`src/common/sttc_pkg.sv`:
```
// Summary of operation
// after a trip, one-shot holds drive off
// off-time is timing resistance over 825
// timing pin high selects 30 us off-time
// comparator ignored 1 us after switching
// disable input high forces bridges off
// translator keeps stepping while disabled
// overtemp or reservoir low stops bridges
// power-on lockout: bridges off, translator home
// regulator fault stops the bridges
// mixed decay: fast 31.25 percent, then slow
// off-period turns on matching recirculation transistors
// zero current ends synchronous rectification
// eight half-step positions, signed current table
// home is position 2, both 70.71
// each step rising edge moves one increment
// resolution low full-step, high half-step
// falling level mixed decay, else slow
// reset low: home, off, steps ignored
// direction sampled at step, wraps modulo eight
// full-step moves two, odd snaps adjacent
package sttc_pkg;

  // time base
  localparam int CLK_MHZ        = 25;
  localparam int CLK_NS         = 40;
  localparam int OHM_PER_US     = 825;
  localparam int OFF_DEFAULT_US = 30;
  localparam int BLANK_NS       = 1000;
  localparam int BLANK_CYC      = (BLANK_NS + CLK_NS - 1) / CLK_NS;
  localparam int FAST_NUM       = 5;  // 5/16 = 31.25 percent
  localparam int FAST_SHIFT     = 4;

  localparam logic [16:0] ACC_STEP    = 17'(OHM_PER_US / CLK_MHZ);
  localparam logic [15:0] OHM_DEFAULT = 16'(OFF_DEFAULT_US * OHM_PER_US);
  localparam logic [4:0]  BLANK_LOAD  = 5'(BLANK_CYC);

  // translator
  localparam logic [2:0]  HOME_POS = 3'h1;  // half-step position 2
  localparam logic [1:0]  MAG_ZERO = 2'h0;
  localparam logic [1:0]  MAG_707  = 2'h1;
  localparam logic [1:0]  MAG_FULL = 2'h2;
  localparam logic [13:0] PCT_ZERO = 14'h0000;
  localparam logic [13:0] PCT_707  = 14'h1b9f;  // 70.71 in hundredths
  localparam logic [13:0] PCT_FULL = 14'h2710;  // 100.00 in hundredths

  // register map offsets
  localparam logic [3:0]  REG_TIMING = 4'h0;
  localparam logic [3:0]  REG_STATUS = 4'h4;
  localparam logic [3:0]  REG_LEVELS = 4'h8;

  typedef struct packed {
    logic       step;
    logic       dir;
    logic       res;
    logic       off;
    logic       rst_n;
    logic       otemp;
    logic       cap_low;
    logic       reg_flt;
    logic       lockout;
    logic       tpin_hi;
    logic [1:0] trip;
    logic [1:0] zero;
  } sttc_pins_t;

  typedef struct packed {
    logic src_a;
    logic snk_a;
    logic src_b;
    logic snk_b;
  } sttc_drv_t;

  typedef struct packed {
    logic       neg;
    logic [1:0] mag;
  } sttc_lvl_t;

  typedef struct packed {
    logic        neg;
    logic [13:0] pct;
  } sttc_dac_t;

  typedef struct packed {
    logic [15:0] steps;
    logic        rsv;
    logic        dir;
    logic        res;
    logic        tpin_hi;
    logic        rst_n;
    logic [4:0]  faults;
    logic        run;
    logic [1:0]  mixed;
    logic [2:0]  pos;
  } sttc_status_t;

  typedef enum logic [1:0] {
    CH_ON  = 2'b01,
    CH_OFF = 2'b10
  } sttc_ch_t;

  // phase 1 level at a position; phase 2 is phase 1 two positions back
  function automatic sttc_lvl_t sttc_lvl_of(input logic [2:0] p);
    sttc_lvl_t l;
    l.neg = p inside {3'h3, 3'h4, 3'h5};
    case (p)
      3'h0, 3'h4: l.mag = MAG_FULL;
      3'h2, 3'h6: l.mag = MAG_ZERO;
      default:    l.mag = MAG_707;
    endcase
    return l;
  endfunction

  function automatic logic [13:0] sttc_pct_of(input logic [1:0] m);
    case (m)
      MAG_FULL: return PCT_FULL;
      MAG_707:  return PCT_707;
      default:  return PCT_ZERO;
    endcase
  endfunction

endpackage

```
`src/hdl/sttc_top.sv`:
```
// The Wishbone slave port and the register offsets were decided locally.
`timescale 1ns/1ps
module sttc_top (
  input  wire logic                clk_i,
  input  wire logic                rst_i,
  // wishbone slave
  input  wire logic                wb_cyc_i,
  input  wire logic                wb_stb_i,
  input  wire logic                wb_we_i,
  input  wire logic [3:0]          wb_adr_i,
  input  wire logic [3:0]          wb_sel_i,
  input  wire logic [31:0]         wb_dat_i,
  output logic      [31:0]         wb_dat_o,
  output logic                     wb_ack_o,
  // controller inputs
  input  wire logic                step_i,
  input  wire logic                dir_i,
  input  wire logic                resolution_select_i,
  input  wire logic                outputs_off_i,
  input  wire logic                translator_rst_n_i,
  // supervision inputs
  input  wire logic                overtemp_i,
  input  wire logic                gate_drive_reservoir_low_i,
  input  wire logic                sink_gate_regulator_fault_i,
  input  wire logic                undervoltage_lockout_i,
  input  wire logic                off_time_timing_pin_high_i,
  // current sense
  input  wire logic [1:0]          trip_i,
  input  wire logic [1:0]          zero_i,
  // bridge, reference and position outputs
  output sttc_pkg::sttc_drv_t      bridge1_o,
  output sttc_pkg::sttc_drv_t      bridge2_o,
  output sttc_pkg::sttc_dac_t      dac1_o,
  output sttc_pkg::sttc_dac_t      dac2_o,
  output logic      [2:0]          pos_o,
  output logic                     home_o
);
  import sttc_pkg::*;

  typedef struct packed {
    sttc_pins_t  s1;
    sttc_pins_t  s2;
    sttc_pins_t  s3;
    sttc_pins_t  flt;
    logic [2:0]  pos;
    logic [1:0]  mixed;
    logic [15:0] steps;
    logic [15:0] ohms;
    logic        run;
    logic        home;
    sttc_lvl_t   lvl1;
    sttc_lvl_t   lvl2;
    sttc_dac_t   dac1;
    sttc_dac_t   dac2;
    logic        ack;
    logic [31:0] dat;
  } sttc_st_t;

  sttc_st_t     r_ff;
  sttc_st_t     nxt_r;
  sttc_pins_t   pins;
  sttc_status_t stat;
  sttc_lvl_t    new1;
  sttc_lvl_t    new2;
  logic [15:0]  ohms_eff;
  logic         rise;
  logic         req;
  logic [2:0]   npos;

  // next translator position for one step edge
  function automatic logic [2:0] step_pos(
    input logic [2:0] p,
    input logic       up,
    input logic       half
  );
    logic [2:0] d;
    d = (half || !p[0]) ? 3'h1 : 3'h2;
    return up ? p + d : p - d;
  endfunction

  // gather the pins into one word
  always_comb begin
    pins.step     = step_i;
    pins.dir      = dir_i;
    pins.res      = resolution_select_i;
    pins.off      = outputs_off_i;
    pins.rst_n    = translator_rst_n_i;
    pins.otemp    = overtemp_i;
    pins.cap_low  = gate_drive_reservoir_low_i;
    pins.reg_flt  = sink_gate_regulator_fault_i;
    pins.lockout  = undervoltage_lockout_i;
    pins.tpin_hi  = off_time_timing_pin_high_i;
    pins.trip     = trip_i;
    pins.zero     = zero_i;
  end

  // status word seen by software
  always_comb begin
    stat.steps   = r_ff.steps;
    stat.rsv     = 1'b0;
    stat.dir     = r_ff.flt.dir;
    stat.res     = r_ff.flt.res;
    stat.tpin_hi = r_ff.flt.tpin_hi;
    stat.rst_n   = r_ff.flt.rst_n;
    stat.faults  = {r_ff.flt.off, r_ff.flt.otemp, r_ff.flt.cap_low,
                    r_ff.flt.reg_flt, r_ff.flt.lockout};
    stat.run     = r_ff.run;
    stat.mixed   = r_ff.mixed;
    stat.pos     = r_ff.pos;
  end

  // effective off-time setting in ohms
  assign ohms_eff = r_ff.flt.tpin_hi ? OHM_DEFAULT : r_ff.ohms;

  // synchronisers, translator, supervision and register bus
  always_comb begin
    nxt_r = r_ff;
    new1  = '0;
    new2  = '0;
    npos  = r_ff.pos;
    // three stages; a change counts once stages two and three agree
    nxt_r.s1  = pins;
    nxt_r.s2  = r_ff.s1;
    nxt_r.s3  = r_ff.s2;
    nxt_r.flt = (r_ff.s2 & r_ff.s3) | (r_ff.flt & (r_ff.s2 ^ r_ff.s3));
    rise = nxt_r.flt.step && !r_ff.flt.step;

    // translator works regardless of the disable input
    if (!nxt_r.flt.rst_n || nxt_r.flt.lockout) begin
      nxt_r.pos   = HOME_POS;
      nxt_r.mixed = 2'b11;
    end else if (rise) begin
      npos = step_pos(r_ff.pos, nxt_r.flt.dir, nxt_r.flt.res);
      new1 = sttc_lvl_of(npos);
      new2 = sttc_lvl_of(npos - 3'h2);
      nxt_r.pos      = npos;
      nxt_r.mixed[0] = new1.mag < r_ff.lvl1.mag;
      nxt_r.mixed[1] = new2.mag < r_ff.lvl2.mag;
      nxt_r.steps    = r_ff.steps + 16'h0001;
    end

    // current levels and reference outputs follow the position
    nxt_r.lvl1      = sttc_lvl_of(nxt_r.pos);
    nxt_r.lvl2      = sttc_lvl_of(nxt_r.pos - 3'h2);
    nxt_r.dac1.neg  = nxt_r.lvl1.neg;
    nxt_r.dac1.pct  = sttc_pct_of(nxt_r.lvl1.mag);
    nxt_r.dac2.neg  = nxt_r.lvl2.neg;
    nxt_r.dac2.pct  = sttc_pct_of(nxt_r.lvl2.mag);
    nxt_r.home      = nxt_r.pos == HOME_POS;

    // any disable or fault stops both bridges while it lasts
    nxt_r.run = nxt_r.flt.rst_n
             && !nxt_r.flt.off
             && !nxt_r.flt.otemp
             && !nxt_r.flt.cap_low
             && !nxt_r.flt.reg_flt
             && !nxt_r.flt.lockout;

    // classic wishbone: ack one cycle after the request, then drop
    req       = wb_cyc_i && wb_stb_i && !r_ff.ack;
    nxt_r.ack = req;
    nxt_r.dat = '0;
    // a write lands at the edge where the master samples ack high
    if (r_ff.ack && wb_cyc_i && wb_stb_i && wb_we_i && wb_adr_i == REG_TIMING) begin
      if (wb_sel_i[0]) begin
        nxt_r.ohms[7:0] = wb_dat_i[7:0];
      end
      if (wb_sel_i[1]) begin
        nxt_r.ohms[15:8] = wb_dat_i[15:8];
      end
    end
    if (req && !wb_we_i) begin
      case (wb_adr_i)
        REG_TIMING: nxt_r.dat = {16'h0000, r_ff.ohms};
        REG_STATUS: nxt_r.dat = stat;
        REG_LEVELS: nxt_r.dat = {1'b0, r_ff.dac2, 1'b0, r_ff.dac1};
        default:    nxt_r.dat = '0;
      endcase
    end
  end

  // state register; reset acts as power-on
  always_ff @(posedge clk_i) begin
    if (rst_i) begin
      r_ff       <= '0;
      r_ff.pos   <= HOME_POS;
      r_ff.home  <= 1'b1;
      r_ff.mixed <= 2'b11;
      r_ff.ohms  <= OHM_DEFAULT;
      r_ff.lvl1  <= '{neg: 1'b0, mag: MAG_707};
      r_ff.lvl2  <= '{neg: 1'b0, mag: MAG_707};
      r_ff.dac1  <= '{neg: 1'b0, pct: PCT_707};
      r_ff.dac2  <= '{neg: 1'b0, pct: PCT_707};
    end else begin
      r_ff <= nxt_r;
    end
  end

  // phase 1 chopper
  sttc_chop u_chop1 (
    .clk_i   (clk_i),
    .rst_i   (rst_i),
    .run_i   (r_ff.run),
    .mixed_i (r_ff.mixed[0]),
    .trip_i  (r_ff.flt.trip[0]),
    .zero_i  (r_ff.flt.zero[0]),
    .lvl_i   (r_ff.lvl1),
    .ohms_i  (ohms_eff),
    .drv_o   (bridge1_o)
  );

  // phase 2 chopper
  sttc_chop u_chop2 (
    .clk_i   (clk_i),
    .rst_i   (rst_i),
    .run_i   (r_ff.run),
    .mixed_i (r_ff.mixed[1]),
    .trip_i  (r_ff.flt.trip[1]),
    .zero_i  (r_ff.flt.zero[1]),
    .lvl_i   (r_ff.lvl2),
    .ohms_i  (ohms_eff),
    .drv_o   (bridge2_o)
  );

  // registered outputs
  assign wb_dat_o = r_ff.dat;
  assign wb_ack_o = r_ff.ack;
  assign dac1_o   = r_ff.dac1;
  assign dac2_o   = r_ff.dac2;
  assign pos_o    = r_ff.pos;
  assign home_o   = r_ff.home;

endmodule // sttc_top

```
`src/hdl/sttc_chop.sv`:
```
`timescale 1ns/1ps
module sttc_chop (
  input  wire logic                clk_i,
  input  wire logic                rst_i,
  input  wire logic                run_i,
  input  wire logic                mixed_i,
  input  wire logic                trip_i,
  input  wire logic                zero_i,
  input  sttc_pkg::sttc_lvl_t      lvl_i,
  input  wire logic [15:0]         ohms_i,
  output sttc_pkg::sttc_drv_t      drv_o
);
  import sttc_pkg::*;

  typedef struct packed {
    sttc_ch_t    st;
    logic [16:0] acc;
    logic [4:0]  blank;
    logic        zoff;
    sttc_drv_t   drv;
  } sttc_chs_t;

  sttc_chs_t r_ff;
  sttc_chs_t nxt_r;
  sttc_drv_t dv;
  logic      fast;

  // one-shot off-time, decay phases and blanking
  always_comb begin
    nxt_r = r_ff;
    dv    = '0;
    if (r_ff.blank != 5'h00) begin
      nxt_r.blank = r_ff.blank - 5'h01;
    end
    case (r_ff.st)
      CH_ON: begin
        if (run_i && trip_i && r_ff.blank == 5'h00) begin
          nxt_r.st   = CH_OFF;
          nxt_r.acc  = '0;
          nxt_r.zoff = 1'b0;
        end
      end
      CH_OFF: begin
        nxt_r.acc = r_ff.acc + ACC_STEP;
        if (zero_i) begin
          nxt_r.zoff = 1'b1;
        end
        if (!run_i || nxt_r.acc >= {1'b0, ohms_i}) begin
          nxt_r.st = CH_ON;
        end
      end
      default: nxt_r.st = CH_ON;
    endcase
    fast = {nxt_r.acc, 4'h0} < 21'(ohms_i) * 21'(FAST_NUM);
    // bridge drive for the chosen phase of the cycle
    if (!run_i || lvl_i.mag == MAG_ZERO) begin
      dv = '0;
    end else if (nxt_r.st == CH_ON) begin
      dv = lvl_i.neg ? 4'b0110 : 4'b1001;
    end else if (nxt_r.zoff) begin
      dv = '0;
    end else if (mixed_i && fast) begin
      dv = lvl_i.neg ? 4'b1001 : 4'b0110;
    end else begin
      dv = 4'b0101;
    end
    if (dv != r_ff.drv) begin
      nxt_r.blank = BLANK_LOAD;
    end
    nxt_r.drv = dv;
  end

  // state register
  always_ff @(posedge clk_i) begin
    if (rst_i) begin
      r_ff <= '{st: CH_ON, acc: '0, blank: '0, zoff: 1'b0, drv: '0};
    end else begin
      r_ff <= nxt_r;
    end
  end

  assign drv_o = r_ff.drv;

endmodule // sttc_chop

```
`config.mk`:
```
export PLATFORM = sky130hd
export DESIGN_NAME = sttc_top
export DESIGN_NICKNAME = d
export VERILOG_FILES = /design/src/common/sttc_pkg.sv /design/src/hdl/sttc_top.sv /design/src/hdl/sttc_chop.sv
export SDC_FILE = /design/constraint.sdc
export NUM_CORES = 1
export LEC_CHECK = 0
export ABC_AREA = 1
export BUFFER_PORTS_ARGS = -buffer_cell sky130_fd_sc_hd__clkbuf_2
export CAP_MARGIN = 5
export CORE_MARGIN = 2
export CORE_UTILIZATION = 59
export CTS_BUF_LIST = sky130_fd_sc_hd__clkbuf_8 sky130_fd_sc_hd__clkbuf_16
export DETAILED_ROUTE_END_ITERATION = 10
export GPL_ROUTABILITY_DRIVEN = 0
export GPL_TIMING_DRIVEN = 0
export PLACE_DENSITY = 0.79
export SKIP_CTS_REPAIR_TIMING = 1
export SLEW_MARGIN = 15
export SYNTH_ARGS = -nofsm -noshare
export SYNTH_HDL_FRONTEND = slang
export SYNTH_SLANG_ARGS = --single-unit
export TNS_END_PERCENT = 5
```
`constraint.sdc`:
```
create_clock -name clk_i -period 4.5 [get_ports clk_i]
set_input_delay 0.675 -clock clk_i [delete_from_list [all_inputs] [get_ports clk_i]]
set_output_delay 0.675 -clock clk_i [all_outputs]
set_load 0.01 [all_outputs]
```
======== Yosys cells after proc, flatten, opt, wreduce, memory -nomap -nowiden ========
Cells that the tools add are included.
word-level totals
  register bits after elaboration ......... 220
  output and inout bits ................... 75
operators by class
  $add $sub $neg .......................... 9
  multipliers ............................. 1
  order comparisons ....................... 6
  equality and inequality tests ........... 31
  muxes and demuxes ....................... 46
  bitwise gates (word level) .............. 6
  reduce and logical (&&, ||, !) cells .... 66
operators with widths
  cell                     number
  $pmux W32 S3             1
  $pmux W17 S2             2
  $pmux W14 S2             2
  $mux W4                  12
  $lt A21 B19 Y1           2
  $mux W19                 2
  $add A17 B6 Y17 const B  2
  $ge A17 B16 Y1           2
  $eq A3 B3 Y1 const B     10
  $and A14 B14 Y14         2
  $mux W5                  5
  $pmux W2 S2              6
  $reduce_or A2 Y1         12
  $mux W21                 1
  $logic_and A1 B1 Y1      19
  $mul A16 B3 Y19 const B  1
  $eq A3 B2 Y1 const B     6
  $add A16 B1 Y16 const B  1
  $mux W16                 1
  $mux W2                  7
  $or A14 B14 Y14          1
  $xor A14 B14 Y14         1
  $eq A2 B1 Y1 const B     6
  $logic_not A3 Y1         4
  other kinds (23)         57

======== Depth between registers and ports, before layout ========
  depth after elaboration ................. 22
  depth in mapped cells ................... 35

======== Modules after synthesis ========
Synthesis repeated with hierarchy kept, for this count alone.
second synthesis, totals
  cell total of the unflattened synthesis .. 1,753
  area, all modules ....................... 12,727.2 um^2
by module, submodules not included
  module               times used  cells an instance  area an instance (um^2)  seq. area each (um^2)
  sttc_top             1           725                5,799.3                  2,702.6
  sttc_chop (u_chop2)  1           528                3,502.1                  580.6
  sttc_chop (u_chop1)  1           500                3,425.8                  580.6

======== Worst setup path before layout ========
OpenSTA, ideal clock, no wires.
  path type ............................... register to register
  from .................................... register r_ff[112] (netlist name)
  to ...................................... register u_chop1.r_ff[5] (netlist name)
  setup time .............................. 110 ps
  arrival ................................. 3,990 ps
  required time ........................... 4,390 ps
  setup slack ............................. 401 ps
  cell stages (with the launch flop) ...... 34
  path buffers ............................ 2
  period minus slack after synthesis ...... 4,099 ps
  cells stage by stage .................... dfxtp_1 -> buf_2 -> buf_1 -> nor2_1 -> ha_1 -> ha_1 -> fa_1 -> nand3_1 -> nand2_1 -> a21o_1 -> a21oi_1 -> xor2_1 -> ha_1 -> nand2_1 -> nor2_1 -> nand4_1 -> o211ai_1 -> a21oi_1 -> a21oi_1 -> nand2_1 -> nand2_1 -> nand2_2 -> nand3_2 -> nand2_1 -> inv_1 -> nand2_1 -> nand2_1 -> nand2_1 -> nand2_1 -> nand2_1 -> nor2_4 -> nand3_1 -> nand2_1 -> inv_1
on the way
  word-level cells in the longest chain between the ends .. 10
RTL lines
  item                                                         line                              source
  start: declaration                                           sttc_top.sv:59                    sttc_st_t r_ff;
  start signal: assignment                                     sttc_top.sv:195                   r_ff <= nxt_r;
  $mux W16 (*)                                                 sttc_top.sv:113                   assign ohms_eff = r_ff.flt.tpin_hi ? OHM_DEFAULT : r_ff.ohms;
  $mul A16 B3 Y19 / $ge A17 B16 Y1 (equally long branches)     sttc_chop.sv:54, sttc_chop.sv:48
  $lt A21 B19 Y1 / $logic_or A1 B1 Y1 (equally long branches)  sttc_chop.sv:54, sttc_chop.sv:48
  $logic_and A1 B1 Y1 / $mux W2 (equally long branches)        sttc_chop.sv:62, sttc_chop.sv:48
  $mux W4 / $pmux W2 S2 (equally long branches)                sttc_chop.sv:62, sttc_chop.sv:35
  $mux W4 / $eq A2 B1 Y1 (equally long branches)               sttc_chop.sv:60, sttc_chop.sv:58
  $mux W4 (*)                                                  sttc_chop.sv:58                   end else if (nxt_r.st == CH_ON) begin
  $mux W4 (*)                                                  sttc_chop.sv:56                   if (!run_i || lvl_i.mag == MAG_ZERO) begin
  $ne A4 B4 Y1 (*)                                             sttc_chop.sv:67                   if (dv != r_ff.drv) begin
  $mux W5 / $reduce_bool A2 Y1 (equally long branches)         n/a
  end signal: assignment                                       sttc_chop.sv:76                   r_ff <= '{st: CH_ON, acc: '0, blank: '0, zoff: 1'b0, drv: '0};
  end signal: assignment                                       sttc_chop.sv:78                   r_ff <= nxt_r;
  end: declaration                                             sttc_chop.sv:23                   sttc_chs_t r_ff;
Mark *: on every way between the ends. The rest lies on a longest branch, timed or not.
A chain may end at the register's enable or synchronous reset.

======== Worst setup path in the final report ========
Ends and elaborated chain as after synthesis.

==> flow_metrics.py <==
metrics = {
    "run_status": {
        "status": "finished with violations",
        "failed_checks": "setup timing",
    },
    "finish": {
        "final_common_cell": "nand2_1",
        "diodes": 0,
        "syn_to_final_growth_pct": 17.7,
        "drive_above_1_share_pct": 20.8,
        "fin_area_um2": 13400,
        "nets": 1922,
        "final_core_util_pct": 71.3,
        "finalNonFillerCells": 2035,
        "final_cell_mix": "nand2_1, inv_1, dfxtp_1",
    },
    "placement": {
        "placed_cells": 1989,
        "dp_hpwl_mm": 22.4,
        "portBuffers": 111,
        "placed_cell_area_um2": 12300,
    },
    "flow_run": {
        "maxCapViolations": 0,
    },
    "routing": {
        "avgRoutedWirePerCell_um": 14.9,
        "drt_iter0_markers": 1054,
        "vias": 10800,
        "vias_per_cell": 5.30,
        "ant_nets": 0,
        "firstDrtPassIters": 6,
        "drc_errors": 0,
        "drt-total-wl_mm": 30.3,
    },
    "floorplanning": {
        "die_h_um": 143,
        "io_pins": 134,
        "core_region_area_um2": 18800,
        "die-area_um2": 20500,
        "start_util_pct": 60.6,
        "die_width_um": 143,
        "rows": 50,
    },
    "global_routing": {
        "overflow": 0,
        "grt_max_degree": 24,
        "antenna_found_initial": 0,
        "first_global_vias": 9744,
        "grt_pass1_wl_mm": 46.2,
        "grt_use_total_pct": 28.5,
    },
    "logic_synthesis": {
        "synth_area_leaders": "dfxtp_1, ha_1, nand2_1",
        "ys_seq_elements": 193,
        "netlist_instances": 1615,
        "synthDistinctLibCells": 44,
        "synth.top_cell.area_share_pct": 33.8,
        "postSynthAreaPerCell_um2": 7.07,
        "synth_area_um2": 11400,
        "ys_seq_area_share_pct": 33.8,
        "yosysTopAreaCell": "dfxtp_1",
        "ys_warn_count": 0,
    },
    "pwr": {
        "leakagePower_uw": 0.00690,
        "peakVddDrop_mv": 0.324,
        "p_total_uw": 3880,
        "p_per_area_nw_per_um2": 289,
    },
    "setup_path": {
        "path_class": "reg2reg",
        "startpoint_type": "register",
        "critical_path.max_stage_delay_ns": 0.37,
        "critical-path-slowest-cell": "dfxtp_4",
        "worst_path_most_repeated_cell": "nand2_1",
        "required_ns": 4.86,
        "cp-end-kind": "register",
        "critPathMaxFanout": 6,
        "arrival_ns": 5.03,
    },
    "sta": {
        "drv_slew": 0,
        "finClkSkew_ns": 0.0206,
        "relSlewSlack_pct": 45.1,
        "rsz0062_at_grt": "yes",
        "period_share_pct": 104,
        "layout_min_cycle_time_ns": 4.68,
        "hold_violations": 0,
        "worst_pin_slew_ns": 0.824,
        "fin_ws_ns": -0.178,
        "fmax_mhz": 214,
        "setup_viol": 10,
    },
    "hold_path": {
        "hp-class": "in2reg",
    },
    "clock_network": {
        "clk_latency_ns": 0.46,
        "cts-root-buf": "clkbuf_16",
        "cts_tree": "yes",
        "clk_pin_slew_ns": 0.09,
        "clk_path_buf_depth": 2,
        "numCtsBuffers": 17,
        "numClockSinks": 193,
        "h-tree-depth": 4,
    },
}
flip-flops by register name, indices dropped and copies added (netlist names):
| name | count |
|---|---|
| nxt_r | 28 |
| u_chop1.r_ff | 25 |
| r_ff | 65 |
| u_chop2.r_ff | 25 |
| pos_o | 3 |
| home_o | 1 |
| dac2_o | 2 |
| u_chop2.drv_o | 4 |
| u_chop1.drv_o | 4 |
| wb_dat_o | 32 |
| dac1_o | 3 |
| wb_ack_o | 1 |
metal layers:
metal | vias up | track usage (%) | wire length, um
met5 | - | 0 | 0
met2 | 456 | 47.5 | 14200
met4 | 0 | 11.3 | 1050
li1 | 5340 | - | -
met3 | 85 | 5.50 | 2350
met1 | 4912 | 36.4 | 12700
path summary, 6_finish.rpt:
check,to,slack (ns),cells past startpoint,from
setup reg to reg,u_chop1.r_ff[5],-0.18,34,r_ff[112]
setup / recovery,u_chop1.r_ff[5],-0.18,34,r_ff[112]
hold / removal,nxt_r[139],0.39,3,trip_i[1]
hold reg to reg,nxt_r[124],0.41,2,nxt_r[138]
cells in the mapped netlist (all sizes together):
master / number
nand2: 341
inv: 268
nor2: 218
dfxtp: 193
a21oi: 103
ha: 99
buf: 82
nand3: 76
o21ai: 71
xor2: 32
nand4: 25
clkbuf: 22
nor3: 22
o211ai: 11
a211oi: 6
o221ai: 6
o22ai: 6
xnor2: 6
nand3b: 4
clkinv: 3
nor4: 3
o21bai: 3
a21o: 2
a31oi: 2
fa: 2
nor3b: 2
o21a: 2
a21boi: 1
a31o: 1
and2: 1
conb: 1
nor4b: 1
worst max-delay path: cells and delay by family (launching register included):
kind                     cells  cell delay [ns]
buffers and inverters        5             0.44
AO/OA/AOI/OAI                5             1.00
adder cells (fa/ha/maj)      4             0.98
flip-flops                   1             0.37
XOR/XNOR                     1             0.14
AND/OR/NAND/NOR             19             1.64
stage by stage:
step	setup TNS, ns	worst slack [ns]	hold slack (ns)
after detailed placement	-6.74	-0.628	0.395
final	-0.995	-0.178	0.392
after CTS	-7.25	-0.659	0.385
after global routing	-3.83	-0.420	0.388
after global placement	-5.59	-0.586	0.390
after floorplan	0	0.401	0.388
cell families after synthesis:
kind of cell    synth area share (%)
simple gates                    26.9
fa+ha+maj                       11.2
other cells                   0.0328
buf+inv                         14.8
flops                           33.8
xor+xnor                        2.92
compound gates                  10.3
report_power, final:
group | internal (uW) | switching, uW
clock network | 781 | 842
registers | 1760 | 35.9
logic | 175 | 283
cell type report:
type | count | area [um2]
multi-input combinational | 1050 | 6180
timing repair buffer | 125 | 696
clock inverter | 15 | 219
sequential | 193 | 3870
tap | 260 | 325
fill | 1518 | 5400
buffer | 104 | 702
inverter | 271 | 1020
clock buffer | 17 | 425
Power figures use the tool's default switching activity.
